## config.mk

```make
export PLATFORM = sky130hd
export DESIGN_NAME = aod_device_flat
export DESIGN_NICKNAME = d
export VERILOG_FILES = /design/src/hw/aod_pkg.sv /design/src/hw/aod_link_if.sv /design/src/hw/aod_device.sv /design/src/flat_wrapper.sv
export VERILOG_INCLUDE_DIRS = /design/src /design/src/hw
export SDC_FILE = /design/constraint.sdc
export NUM_CORES = 2
export LEC_CHECK = 0
export BUFFER_PORTS_ARGS = -buffer_cell sky130_fd_sc_hd__buf_2
export CAP_MARGIN = 10
export CORE_MARGIN = 2
export CORE_UTILIZATION = 45
export DETAILED_ROUTE_END_ITERATION = 7
export SLEW_MARGIN = 10
export SYNTH_ARGS = -nofsm -noshare
export SYNTH_HDL_FRONTEND = slang
export SYNTH_SLANG_ARGS = --single-unit
```

## constraint.sdc

```tcl
create_clock -name clk -period 65.3 [get_ports clk]
set_input_delay 6.53 -clock clk [delete_from_list [all_inputs] [get_ports clk]]
set_output_delay 6.53 -clock clk [all_outputs]
set_load 0.01 [all_outputs]
```

## src/hw/aod_regs.svh

```systemverilog
// Constants of the analog output parameter and diagnostic block
// Summary of operation
// - Per-channel wire-break enable, bits 0 and 1
// - Controller raises codes 0 to 99 to 100 where wire-break is enabled
// - Function code FFh deactivates the channel
// - Accept range codes 31h, 41h, 30h, 40h
// - Format A: 27648 full scale, 32511 overrange
// - Format B: 16384 full scale, 20480 overrange
// - 4-20 mA: underrange to -6912 or -4096
// - 0-20 mA: negative codes clamp to 0 mA
// - Fault lights channel LED, recorded, no interrupt
// - Report only configuration and wire-break faults
// - Record 01h full, record 00h first four
// - Index 2F01h full, index 2F00h first four
// - Index 5005h, one subindex per item
// - Fixed bytes 73h, 08h, 02h
// - Module information 15h: class and channel bit
// - Channel error byte: bit 0 config, 4 wire-break
// - Group error byte: bit per channel group
// - Microsecond counter wraps, stamped at each fault
`ifndef AOD_REGS_SVH
`define AOD_REGS_SVH
`define AOD_FN_A_020 8'h31
`define AOD_FN_B_020 8'h41
`define AOD_FN_A_420 8'h30
`define AOD_FN_B_420 8'h40
`define AOD_FN_OFF 8'hFF
`define AOD_FN_RESET 8'h31
`define AOD_WBE_RESET 8'h00
`define AOD_FS_A 32'sd27648
`define AOD_OVR_A 32'sd32511
`define AOD_UND_A 32'sd6912
`define AOD_FS_B 32'sd16384
`define AOD_OVR_B 32'sd20480
`define AOD_UND_B 32'sd4096
`define AOD_SPAN_020_UA 32'sd20000
`define AOD_SPAN_420_UA 32'sd16000
`define AOD_BASE_420_UA 32'sd4000
`define AOD_WB_MIN_CODE 16'sh0064
`define AOD_MODINFO 8'h15
`define AOD_CHKIND 8'h73
`define AOD_DIAG_BITS_PER_CHANNEL 8'h08
`define AOD_CHANNEL_COUNT 8'h02
`define AOD_ERR_CFG_BIT 0
`define AOD_ERR_WB_BIT 4
`define AOD_SUM_ANY_BIT 0
`define AOD_SUM_CH_BIT 3
`define AOD_PREC_WBE 16'h0000
`define AOD_PREC_CH0 16'h0080
`define AOD_PREC_CH1 16'h0081
`define AOD_PIDX_WBE 16'h3101
`define AOD_PIDX_CH0 16'h3102
`define AOD_PIDX_CH1 16'h3103
`define AOD_PSUB_WBE 16'h0002
`define AOD_PSUB_CH0 16'h0003
`define AOD_PSUB_CH1 16'h0004
`define AOD_DREC_FULL 16'h0001
`define AOD_DREC_HEAD 16'h0000
`define AOD_DIDX_FULL 16'h2F01
`define AOD_DIDX_HEAD 16'h2F00
`define AOD_DSUB_INDEX 16'h5005
`define AOD_DSUB_FIRST 16'h0002
`define AOD_DSUB_LAST 16'h0011
`define AOD_DSUB_STAMP 16'h0013
`define AOD_DIAG_BYTES 20
`define AOD_DIAG_HEAD 4
`define AOD_DIAG_STAMP 16
`define AOD_CLK_NS 25
`define AOD_US_NS 1000
`endif

```

## src/hw/aod_pkg.sv

```systemverilog
// Types shared by both ends of the analog output diagnostic link
package aod_pkg;
  typedef enum logic [0:0] {
    AOD_PARAM_WR = 1'b0,
    AOD_DIAG_RD = 1'b1
  } aod_kind_e;

  typedef enum logic [1:0] {
    AOD_BY_RECORD = 2'b00,
    AOD_BY_INDEX = 2'b01,
    AOD_BY_SUBINDEX = 2'b10
  } aod_mode_e;

  typedef enum logic [1:0] {
    AOD_H_IDLE = 2'b00,
    AOD_H_REQ = 2'b01,
    AOD_H_WAIT = 2'b10
  } aod_hstate_e;

  typedef struct packed {
    logic [7:0] wire_break_enable;
    logic [1:0][7:0] channel_function_code;
    logic [1:0][15:0] code;
    logic [1:0][15:0] current_ua;
    logic [1:0] active;
    logic [1:0][7:0] error_flags;
    logic [1:0] wb_meta;
    logic [1:0] wb_sync;
    logic [31:0] us_count;
    logic [5:0] us_div;
    logic [31:0] diag_timestamp_us;
    logic ack;
    logic nak;
    logic [7:0] rdata;
  } aod_dev_s;

  typedef struct packed {
    aod_hstate_e st;
    logic [1:0] wbe_shadow;
    logic kind;
    logic [1:0] mode;
    logic [15:0] key;
    logic [4:0] sel;
    logic [7:0] wdata;
    logic [1:0][15:0] code;
    logic out_valid;
    logic rsp_valid;
    logic rsp_err;
    logic [7:0] rsp_data;
  } aod_host_s;
endpackage

```

## src/hw/aod_link_if.sv

```systemverilog
// Record access and process data link between controller and module
interface aod_link_if;
  logic req;
  logic kind;
  logic [1:0] mode;
  logic [15:0] key;
  logic [4:0] sel;
  logic [7:0] wdata;
  logic ack;
  logic nak;
  logic [7:0] rdata;
  logic out_valid;
  logic [15:0] out_code0;
  logic [15:0] out_code1;

  modport device (
    input req, kind, mode, key, sel, wdata, out_valid, out_code0, out_code1,
    output ack, nak, rdata
  );
  modport host (
    output req, kind, mode, key, sel, wdata, out_valid, out_code0, out_code1,
    input ack, nak, rdata
  );
endinterface

```

## src/hw/aod_device.sv

```systemverilog
// Module end: parameters, code to current conversion and diagnostics
`include "aod_regs.svh"
module aod_device #(
  parameter int CLK_NS = `AOD_CLK_NS
) (
  input wire logic clk,
  input wire logic rst,
  aod_link_if.device link,
  input wire logic [1:0] wire_open,
  output logic [15:0] current_ua0,
  output logic [15:0] current_ua1,
  output logic [1:0] chan_active,
  output logic [1:0] err_led
);
  localparam int US_CYCLES = `AOD_US_NS / CLK_NS;

  if (CLK_NS < 1 || US_CYCLES < 2 || US_CYCLES > 64 ||
      (`AOD_US_NS % CLK_NS) != 0) begin : g_bad_clock
    $error("clock period cannot produce a whole microsecond tick");
  end

  aod_pkg::aod_dev_s r;
  aod_pkg::aod_dev_s next_r;

  function automatic logic fn_known(input logic [7:0] fn);
    fn_known = fn == `AOD_FN_A_020 || fn == `AOD_FN_B_020 ||
      fn == `AOD_FN_A_420 || fn == `AOD_FN_B_420;
  endfunction

  // Whole-microampere result; the divide by a constant full scale is
  // kept exact rather than approximated by shifts.
  function automatic logic [15:0] to_ua(input logic [7:0] fn, input logic [15:0] code);
    logic signed [31:0] d;
    logic signed [31:0] fs;
    logic signed [31:0] hi;
    logic signed [31:0] lo;
    logic signed [31:0] ua;
    logic fmt_b;
    logic live_zero;
    d = 32'($signed(code));
    fmt_b = fn == `AOD_FN_B_020 || fn == `AOD_FN_B_420;
    live_zero = fn == `AOD_FN_A_420 || fn == `AOD_FN_B_420;
    fs = fmt_b ? `AOD_FS_B : `AOD_FS_A;
    hi = fmt_b ? `AOD_OVR_B : `AOD_OVR_A;
    lo = live_zero ? -(fmt_b ? `AOD_UND_B : `AOD_UND_A) : 32'sd0;
    if (d > hi) begin
      d = hi;
    end
    if (d < lo) begin
      d = lo;
    end
    if (live_zero) begin
      ua = `AOD_BASE_420_UA + (d * `AOD_SPAN_420_UA) / fs;
    end else begin
      ua = (d * `AOD_SPAN_020_UA) / fs;
    end
    if (ua < 0) begin
      ua = 32'sd0;
    end
    to_ua = ua[15:0];
  endfunction

  // Maps a diagnostic access to a byte of the 20-byte record; bit 5
  // flags an address that names no item.
  function automatic logic [5:0] diag_pos(input logic [1:0] mode, input logic [15:0] key,
                                           input logic [4:0] sel);
    diag_pos = 6'h20;
    case (mode)
      aod_pkg::AOD_BY_RECORD: begin
        if (key == `AOD_DREC_FULL && sel < 5'(`AOD_DIAG_BYTES)) begin
          diag_pos = {1'b0, sel};
        end else if (key == `AOD_DREC_HEAD && sel < 5'(`AOD_DIAG_HEAD)) begin
          diag_pos = {1'b0, sel};
        end
      end
      aod_pkg::AOD_BY_INDEX: begin
        if (key == `AOD_DIDX_FULL && sel < 5'(`AOD_DIAG_BYTES)) begin
          diag_pos = {1'b0, sel};
        end else if (key == `AOD_DIDX_HEAD && sel < 5'(`AOD_DIAG_HEAD)) begin
          diag_pos = {1'b0, sel};
        end
      end
      aod_pkg::AOD_BY_SUBINDEX: begin
        // Key carries the subindex; sel picks the byte of the timestamp
        if (key >= `AOD_DSUB_FIRST && key <= `AOD_DSUB_LAST) begin
          diag_pos = 6'(key - `AOD_DSUB_FIRST);
        end else if (key == `AOD_DSUB_STAMP && sel < 5'h04) begin
          diag_pos = 6'(`AOD_DIAG_STAMP) + {4'h0, sel[1:0]};
        end
      end
      default: begin
        diag_pos = 6'h20;
      end
    endcase
  endfunction

  // 0 none, 1 wire-break enable, 2 channel 0, 3 channel 1
  function automatic logic [1:0] param_target(input logic [1:0] mode,
                                               input logic [15:0] key, input logic [4:0] sel);
    param_target = 2'h0;
    case (mode)
      aod_pkg::AOD_BY_RECORD: begin
        if (key == `AOD_PREC_WBE && sel == 5'h01) begin
          param_target = 2'h1;
        end else if (key == `AOD_PREC_CH0 && sel == 5'h00) begin
          param_target = 2'h2;
        end else if (key == `AOD_PREC_CH1 && sel == 5'h00) begin
          param_target = 2'h3;
        end
      end
      aod_pkg::AOD_BY_INDEX: begin
        if (key == `AOD_PIDX_WBE) begin
          param_target = 2'h1;
        end else if (key == `AOD_PIDX_CH0) begin
          param_target = 2'h2;
        end else if (key == `AOD_PIDX_CH1) begin
          param_target = 2'h3;
        end
      end
      aod_pkg::AOD_BY_SUBINDEX: begin
        if (key == `AOD_PSUB_WBE) begin
          param_target = 2'h1;
        end else if (key == `AOD_PSUB_CH0) begin
          param_target = 2'h2;
        end else if (key == `AOD_PSUB_CH1) begin
          param_target = 2'h3;
        end
      end
      default: begin
        param_target = 2'h0;
      end
    endcase
  endfunction

  logic [1:0] grp_err;
  logic [7:0] summary;
  logic [19:0][7:0] record;
  logic [1:0][7:0] flags_now;
  logic [5:0] pos;
  logic [1:0] tgt;

  // Fault flags follow the present condition, not a latched history.
  // One process fills both channels so the flag word has a single writer.
  always_comb begin
    flags_now = '0;
    for (int ch = 0; ch < 2; ch++) begin
      flags_now[ch][`AOD_ERR_CFG_BIT] = !fn_known(r.channel_function_code[ch]) &&
        r.channel_function_code[ch] != `AOD_FN_OFF;
      flags_now[ch][`AOD_ERR_WB_BIT] = r.wire_break_enable[ch] && r.wb_sync[ch] &&
        fn_known(r.channel_function_code[ch]);
    end
  end

  for (genvar ch = 0; ch < 2; ch++) begin : g_chan
    assign grp_err[ch] = |r.error_flags[ch];
  end

  always_comb begin
    summary = 8'h00;
    summary[`AOD_SUM_ANY_BIT] = |grp_err;
    summary[`AOD_SUM_CH_BIT] = |grp_err;
    record = '0;
    record[0] = summary;
    record[1] = `AOD_MODINFO;
    record[4] = `AOD_CHKIND;
    record[5] = `AOD_DIAG_BITS_PER_CHANNEL;
    record[6] = `AOD_CHANNEL_COUNT;
    record[7] = {6'h00, grp_err};
    record[8] = r.error_flags[0];
    record[9] = r.error_flags[1];
    record[16] = r.diag_timestamp_us[7:0];
    record[17] = r.diag_timestamp_us[15:8];
    record[18] = r.diag_timestamp_us[23:16];
    record[19] = r.diag_timestamp_us[31:24];
  end

  assign pos = diag_pos(link.mode, link.key, link.sel);
  assign tgt = param_target(link.mode, link.key, link.sel);

  always_comb begin
    next_r = r;
    next_r.wb_meta = wire_open;
    next_r.wb_sync = r.wb_meta;
    // Free-running microsecond count, wraps naturally at 32 bits
    if (r.us_div == 6'(US_CYCLES - 1)) begin
      next_r.us_div = 6'h00;
      next_r.us_count = r.us_count + 32'h1;
    end else begin
      next_r.us_div = r.us_div + 6'h01;
    end
    next_r.error_flags = flags_now;
    if ((flags_now[0] & ~r.error_flags[0]) != 8'h00 ||
        (flags_now[1] & ~r.error_flags[1]) != 8'h00) begin
      next_r.diag_timestamp_us = r.us_count;
    end
    if (link.out_valid) begin
      next_r.code[0] = link.out_code0;
      next_r.code[1] = link.out_code1;
    end
    for (int ch = 0; ch < 2; ch++) begin
      next_r.active[ch] = fn_known(r.channel_function_code[ch]);
      next_r.current_ua[ch] = next_r.active[ch] ?
        to_ua(r.channel_function_code[ch], r.code[ch]) : 16'h0000;
    end
    next_r.ack = 1'b0;
    next_r.nak = 1'b0;
    if (link.req) begin
      next_r.ack = 1'b1;
      next_r.rdata = 8'h00;
      if (link.kind == aod_pkg::AOD_DIAG_RD) begin
        if (pos[5]) begin
          next_r.nak = 1'b1;
        end else begin
          next_r.rdata = record[pos[4:0]];
        end
      end else begin
        case (tgt)
          2'h1: next_r.wire_break_enable = {6'h00, link.wdata[1:0]};
          2'h2: next_r.channel_function_code[0] = link.wdata;
          2'h3: next_r.channel_function_code[1] = link.wdata;
          default: next_r.nak = 1'b1;
        endcase
      end
    end
  end

  always_ff @(posedge clk) begin
    if (rst) begin
      r <= '0;
      r.wire_break_enable <= `AOD_WBE_RESET;
      r.channel_function_code[0] <= `AOD_FN_RESET;
      r.channel_function_code[1] <= `AOD_FN_RESET;
    end else begin
      r <= next_r;
    end
  end

  assign link.ack = r.ack;
  assign link.nak = r.nak;
  assign link.rdata = r.rdata;
  assign current_ua0 = r.current_ua[0];
  assign current_ua1 = r.current_ua[1];
  assign chan_active = r.active;
  assign err_led = grp_err;
endmodule

```

## src/flat_wrapper.sv

```systemverilog
// flat-port wrapper written by rule: the top's interface ports become plain ports
module aod_device_flat 
#(
  parameter int CLK_NS = `AOD_CLK_NS
)
  (clk, rst, wire_open, current_ua0, current_ua1, chan_active, err_led, link_req, link_kind, link_mode, link_key, link_sel, link_wdata, link_out_valid, link_out_code0, link_out_code1, link_ack, link_nak, link_rdata);
  aod_link_if link_i ();
  input wire logic clk;
  input wire logic rst;
  input wire logic [1:0] wire_open;
  output logic [15:0] current_ua0;
  output logic [15:0] current_ua1;
  output logic [1:0] chan_active;
  output logic [1:0] err_led;
  input wire logic [$bits(link_i.req)-1:0] link_req;
  input wire logic [$bits(link_i.kind)-1:0] link_kind;
  input wire logic [$bits(link_i.mode)-1:0] link_mode;
  input wire logic [$bits(link_i.key)-1:0] link_key;
  input wire logic [$bits(link_i.sel)-1:0] link_sel;
  input wire logic [$bits(link_i.wdata)-1:0] link_wdata;
  input wire logic [$bits(link_i.out_valid)-1:0] link_out_valid;
  input wire logic [$bits(link_i.out_code0)-1:0] link_out_code0;
  input wire logic [$bits(link_i.out_code1)-1:0] link_out_code1;
  output wire logic [$bits(link_i.ack)-1:0] link_ack;
  output wire logic [$bits(link_i.nak)-1:0] link_nak;
  output wire logic [$bits(link_i.rdata)-1:0] link_rdata;
  assign link_i.req = link_req;
  assign link_i.kind = link_kind;
  assign link_i.mode = link_mode;
  assign link_i.key = link_key;
  assign link_i.sel = link_sel;
  assign link_i.wdata = link_wdata;
  assign link_i.out_valid = link_out_valid;
  assign link_i.out_code0 = link_out_code0;
  assign link_i.out_code1 = link_out_code1;
  assign link_ack = link_i.ack;
  assign link_nak = link_i.nak;
  assign link_rdata = link_i.rdata;
  aod_device #(.CLK_NS(CLK_NS)) u_core (.clk(clk), .rst(rst), .link(link_i), .wire_open(wire_open), .current_ua0(current_ua0), .current_ua1(current_ua1), .chan_active(chan_active), .err_led(err_led));
endmodule
```

; Word level (Yosys, flattened, before mapping)
; Index checks and enable logic that the tools add are counted.
[classes]
n_addsub = 8
mul = 4
n_div = 4
n_lt_le_gt_ge = 11
eq_ne = 29
mux = 39
bitwise = 8
reduce_logical = 44
[ops]
columns = operator, count
row1 = $mux 32, 8
row2 = $div 32x32->32, 4
row3 = $eq 16x14->1 const B, 5
row4 = $add 13x32->32 const A, 2
row5 = $lt 32x1->1 const B, 2
row6 = $lt 32x32->1, 2
row7 = $mul 32x11->27 const B, 2
row8 = $mul 32x8->25 const B, 2
row9 = $neg 32->32, 2
row10 = $mux 14, 4
row11 = $bmux 8 s5, 1
row12 = $mux 6, 6
row13 = $add 32x1->32 const B, 1
row14 = $eq 16x2->1 const B, 2
row15 = $eq 16x8->1 const B, 2
row16 = $eq 8x6->1 const B, 4
row17 = $eq 8x7->1 const B, 4
row18 = $gt 16x16->1, 2
row19 = $mux 12, 2
row20 = $mux 8, 3
row21 = $mux 2, 9
row22 = $pmux 6 s3, 1
row23 = $and 5x8->8, 2
row24 = $eq 16x1->1 const B, 1
row25 = other kinds (32), 74
[word_totals]
regBits = 184
elab_cells = 167

; Longest topological paths before layout
[depth]
ltp_word = 13
depth_mapped = 260
depth_no_buf = 235

; Worst setup path before layout
; OpenSTA, ideal clock, no wires.
[synth_timing]
path_kind = register to register
from = register u_core.r[170] (netlist bit)
to = register u_core.r (netlist bit u_core.current_ua0[5])
setup_ps = 114
arrival_time_ps = 51501
slack_ps = 13686
stages_incl_launch_ff = 227
synth_period_minus_slack_ps = 51614
path_cell_list = dfxtp_1 > nor4b_1 > and2_1 > clkbuf_1 > ha_1 > nand2_1 > or4_1 > a31o_2 > a31oi_1 > clkbuf_1 > buf_1 > nor2_1 > inv_1 > ha_1 > o21a_1 > o21ai_0 > a22oi_1 > o211ai_1 > (+191 left out) > and3_1 > o21bai_1 > or4b_1 > a22o_1 > nor4b_4 > nor3b_1 > ha_1 > and2_1 > clkbuf_1 > a21oi_1 > xnor2_1 > ha_1 > nand2b_1 > or3_1 > nor4b_2 > o21ai_4 > buf_6 > nor2_1
[synth_via]
elab_chain_len = 13
elab_cells_between_ends = 27
classes_between = add/sub: 2 / mul: 2 / div: 2 / order compare: 3 / eq/ne: 4 / mux: 7 / bitwise: 1 / reduce/logical: 6
[synth_rtl]
columns = item, line_no
row1 = start: declaration, aod_device.sv:22  ; aod_pkg::aod_dev_s r;
row2 = start signal: assignment, aod_device.sv:234  ; r <= next_r;
row3 = $eq 8x7->1 (no source line), n/a
row4 = $logic_or 1x1->1 (no source line), n/a
row5 = $mux 12 (no source line) / $mux 14 (equally long branches), n/a
row6 = $neg 32->32 / $gt 16x16->1 (equally long branches), "aod_device.sv:45, aod_device.sv:46"
row7 = "$mux 32, on equally long branches", "aod_device.sv:45, aod_device.sv:46"
row8 = $lt 32x32->1, aod_device.sv:49  ; if (d < lo) begin
row9 = $mux 32, aod_device.sv:49
row10 = $mul 32x8->25 (no source line), n/a
row11 = $div 32x32->32, aod_device.sv:53  ; ua = `AOD_BASE_420_UA + (d * `AOD_SPAN_420_UA) / fs;
row12 = $add 13x32->32 (no source line), n/a
row13 = $mux 32, aod_device.sv:52  ; if (live_zero) begin
row14 = $lt 32x1->1, aod_device.sv:57  ; if (ua < 0) begin
row15 = $reduce_or 3->1 (no source line), n/a
; Parallel ways exist; a longest one is shown, timed or not.
; A chain may end at the register's enable or synchronous reset.

; Worst setup path after layout
[layout_timing]
from = register u_core.r[175] (netlist bit)
to = register u_core.r (netlist bit u_core.current_ua1[0])
; The elaborated chain is that of the path after synthesis.

==> summary.md <==
| Metric | Value |
|---|---|
| RSZ-0062 raised after global routing | false |
| Critical path endpoint category | register |
| Ys Warns | 0 |
| Post-synth EDFFs | 0 |
| FF-to-FF setup slack | 4.94 ns |
| Site Rows | 143 |
| Largest stage delay on the critical path | 0.64 ns |
| Clock latency on the worst-skew pair | 0.51 ns |
| Most used cell, CP | ha_1 |
| Count of different cell masters after synthesis | 156 |
| WP data required | 65.64 ns |
| Post-route antenna net violation count | 0 |
| Count of max-cap constraint violations | 0 |
| Mapped cell area | 68600 µm² |
| Crit-path max FO | 46 |
| Largest net degree at the start of global routing | 59 |
| Layout cell share with drive strength beyond 1 | 0.0756 |
| Clock slew at reported path FFs | ~0.09 ns |
| Final instance area | 71500 µm² |
| TritonCTS Buffers | 17 |
| Initial Utilization | 0.452 |
| Initial antenna violation count | 5 |
| Nets | 10473 |
| Storage cell area | around 3400 µm² |
| Placed inst area | 70800 µm² |
| Slowest-stage cell, CP | buf_4 |
| CP Data Arrival Time | 60.71 ns |
| Die Wd | 394 µm |
| # H-tree levels | 4 |
| DP HPWL | 197000 µm |
| Min cycle time layout | 60.36 ns |
| Peak Freq | 16.6 MHz |
| WL/cell | 20.4 µm |
| Post-Synthesis Cells | 9807 |
| # IOs | 116 |
| Layout area overhead | 4.16% |
| Vias in the first global route | 70040 |
| Clock Sinks | 172 |
| Final setup violation count | 0 |
| Fin. Hold Viols | 0 |
| Via/cell ratio | ~6.4 |
| Area occupied by multi-input gates | 61000 µm² |
| First-pass GRT wire length | 381000 µm |
| CTS tree | done |
| Fillers | 15768 |
| Longest Clk Path Bufs | 2 |
| Main synth FF type | dfxtp_1 |
| Total wire length | between 200000 and 250000 µm |
| I/O Buffers | 115 |
| Outcome | finished, final reports clean |
| Sequential fraction of the synthesis area | 0.0502 |
| Kind of critical path | reg -> reg |
| Worst Skew | 0.0315 ns |
| Synthesized flop and latch total | 172 |
| Synth area leader | ha_1 |
| Core footprint | between 150000 and 200000 µm² |
| CP Launch Type | register |
| Worst hold path type | reg -> reg |
| GRT overflow | 0 |
| Vias | 74759 |
| TNS Setup | 0 ns |
| Relative slew slack | 0.159 |
| Area of the die | 156000 µm² |
| FFs w/ async S/R, synth | 0 |
| Synth top area cells | ha_1, nor2_1, xnor2_1 |
| Residual DRC count | 0 |
| Final slew viol count | 0 |
| Final cycle utilization of the critical path | 0.924 |
| Die height | ~400 µm |
| Root Driver | clkbuf_16 |
| Post-synth top cells | nor2_1, nand2_1, inv_1 |
| Yosys top cell area share | 0.0969 |
| Initial DRC count | 6062 |
| Drt pass-1 iters | 6 |
| Tightest Pin Transition | 1.25 ns |
| Top-count cell post-synth | nor2_1 |
| GPL Wtd Cong | about 0.95 |
| Mean Syn Cell Area | 6.99 µm² |
| Total track usage | 0.292 |
flip-flops by register name (all words and copies together), names as in the netlist:
register,cells
u_core.current_ua1,16
u_core.link.nak,1
u_core.r,126
u_core.chan_active,2
u_core.link.rdata,8
u_core.current_ua0,16
u_core.link.ack,1
u_core.next_r,2
what timing repair did:
action / in CTS / in global routing
buffers inserted: 0 / 0
hold buffers: 0 / 0
gates resized for setup: 0 / 4
setup endpoints to repair: 0 / 16
cells by family after synthesis:
family / after synthesis / synth area share
AOI/OAI and AO/OA: 2762 / 0.283
and+or+nand+nor: 4038 / 0.304
buffers and inverters: 1033 / 0.0629
DFF: 172 / 0.0502
other: 1 / 0.0000547
muxes: 358 / 0.0543
xor gates and xnor gates: 720 / 0.0929
adders and majority gates: 723 / 0.152
metrics by stage:
stage,utilization,setup slack [ns],instances,hold slack [ns]
floorplan,-,13.69,9808,0.414
global placement,0.466,6.33,11697,0.435
detailed placement,0.466,5.17,11697,0.445
CTS,0.471,4.93,11729,0.458
global route,0.471,0.212,11729,0.477
finish,0.471,4.94,11733,0.458
layer usage:
metal,wire length (µm),track usage
met5,27,0
met4,8500,0.0977
met2,112000,0.495
met3,13400,0.0266
met1,106000,0.389
cell type report:
| type | count | area share |
|---|---|---|
| clock inverters | 15 | 0.00312 |
| multi-input cells | 8603 | 0.853 |
| flip-flops and latches | 172 | 0.0482 |
| clock buffers | 17 | 0.00595 |
| repair buffers | 205 | 0.0175 |
| well taps | 2030 | 0.0355 |
| inverters | 687 | 0.0361 |
| diodes | 4 | 0.000140 |
cells in the final DEF (no fill, tap or decap), types with 47 or more instances in the layout:
cell         n
a211o_1     58
a211oi_1   118
a21o_1     121
a21oi_1    575
a31oi_1    168
and2_1     158
and3_1     135
and4_1      56
buf_2      114
buf_4       91
dfxtp_1    172
fa_1       186
ha_1       531
inv_1      681
mux2_2      88
mux2i_1    260
nand2_1    757
nand2b_1   113
nand3_1    316
nand4_1    145
nor2_1    1085
nor2b_1     89
nor3_1     394
nor3b_1     47
nor4_1     128
o211ai_1    99
o21a_1     146
o21ai_0    454
o21ai_1     78
o22ai_1     52
o31a_1      48
o31ai_1     89
or2_2      130
or3_1      153
or4_1       67
xnor2_1    461
xor2_1     246
final timing paths:
path                 startpoint               endpoint  cells after the start
setup / recovery  u_core.r[175]  u_core.current_ua1[0]                    217
hold / removal     u_core.r[42]           u_core.r[42]                      1
setup reg to reg  u_core.r[175]  u_core.current_ua1[0]                    217
hold reg to reg    u_core.r[42]           u_core.r[42]                      1
worst max-delay path, delay by kind of cell, from the launching register on:
kind,cells,cell delay [ns]
adder cells (fa/ha/maj),27,9.32
multiplexers,8,2.82
XOR/XNOR,8,2.06
buffers and inverters,10,2.60
AO/OA/AOI/OAI,72,19.75
flip-flops,1,0.34
AND/OR/NAND/NOR,92,23.12
Power is left out: the tool's default activity adds up to more than one toggle a clock period on the data nets, which glitch-free logic cannot reach.
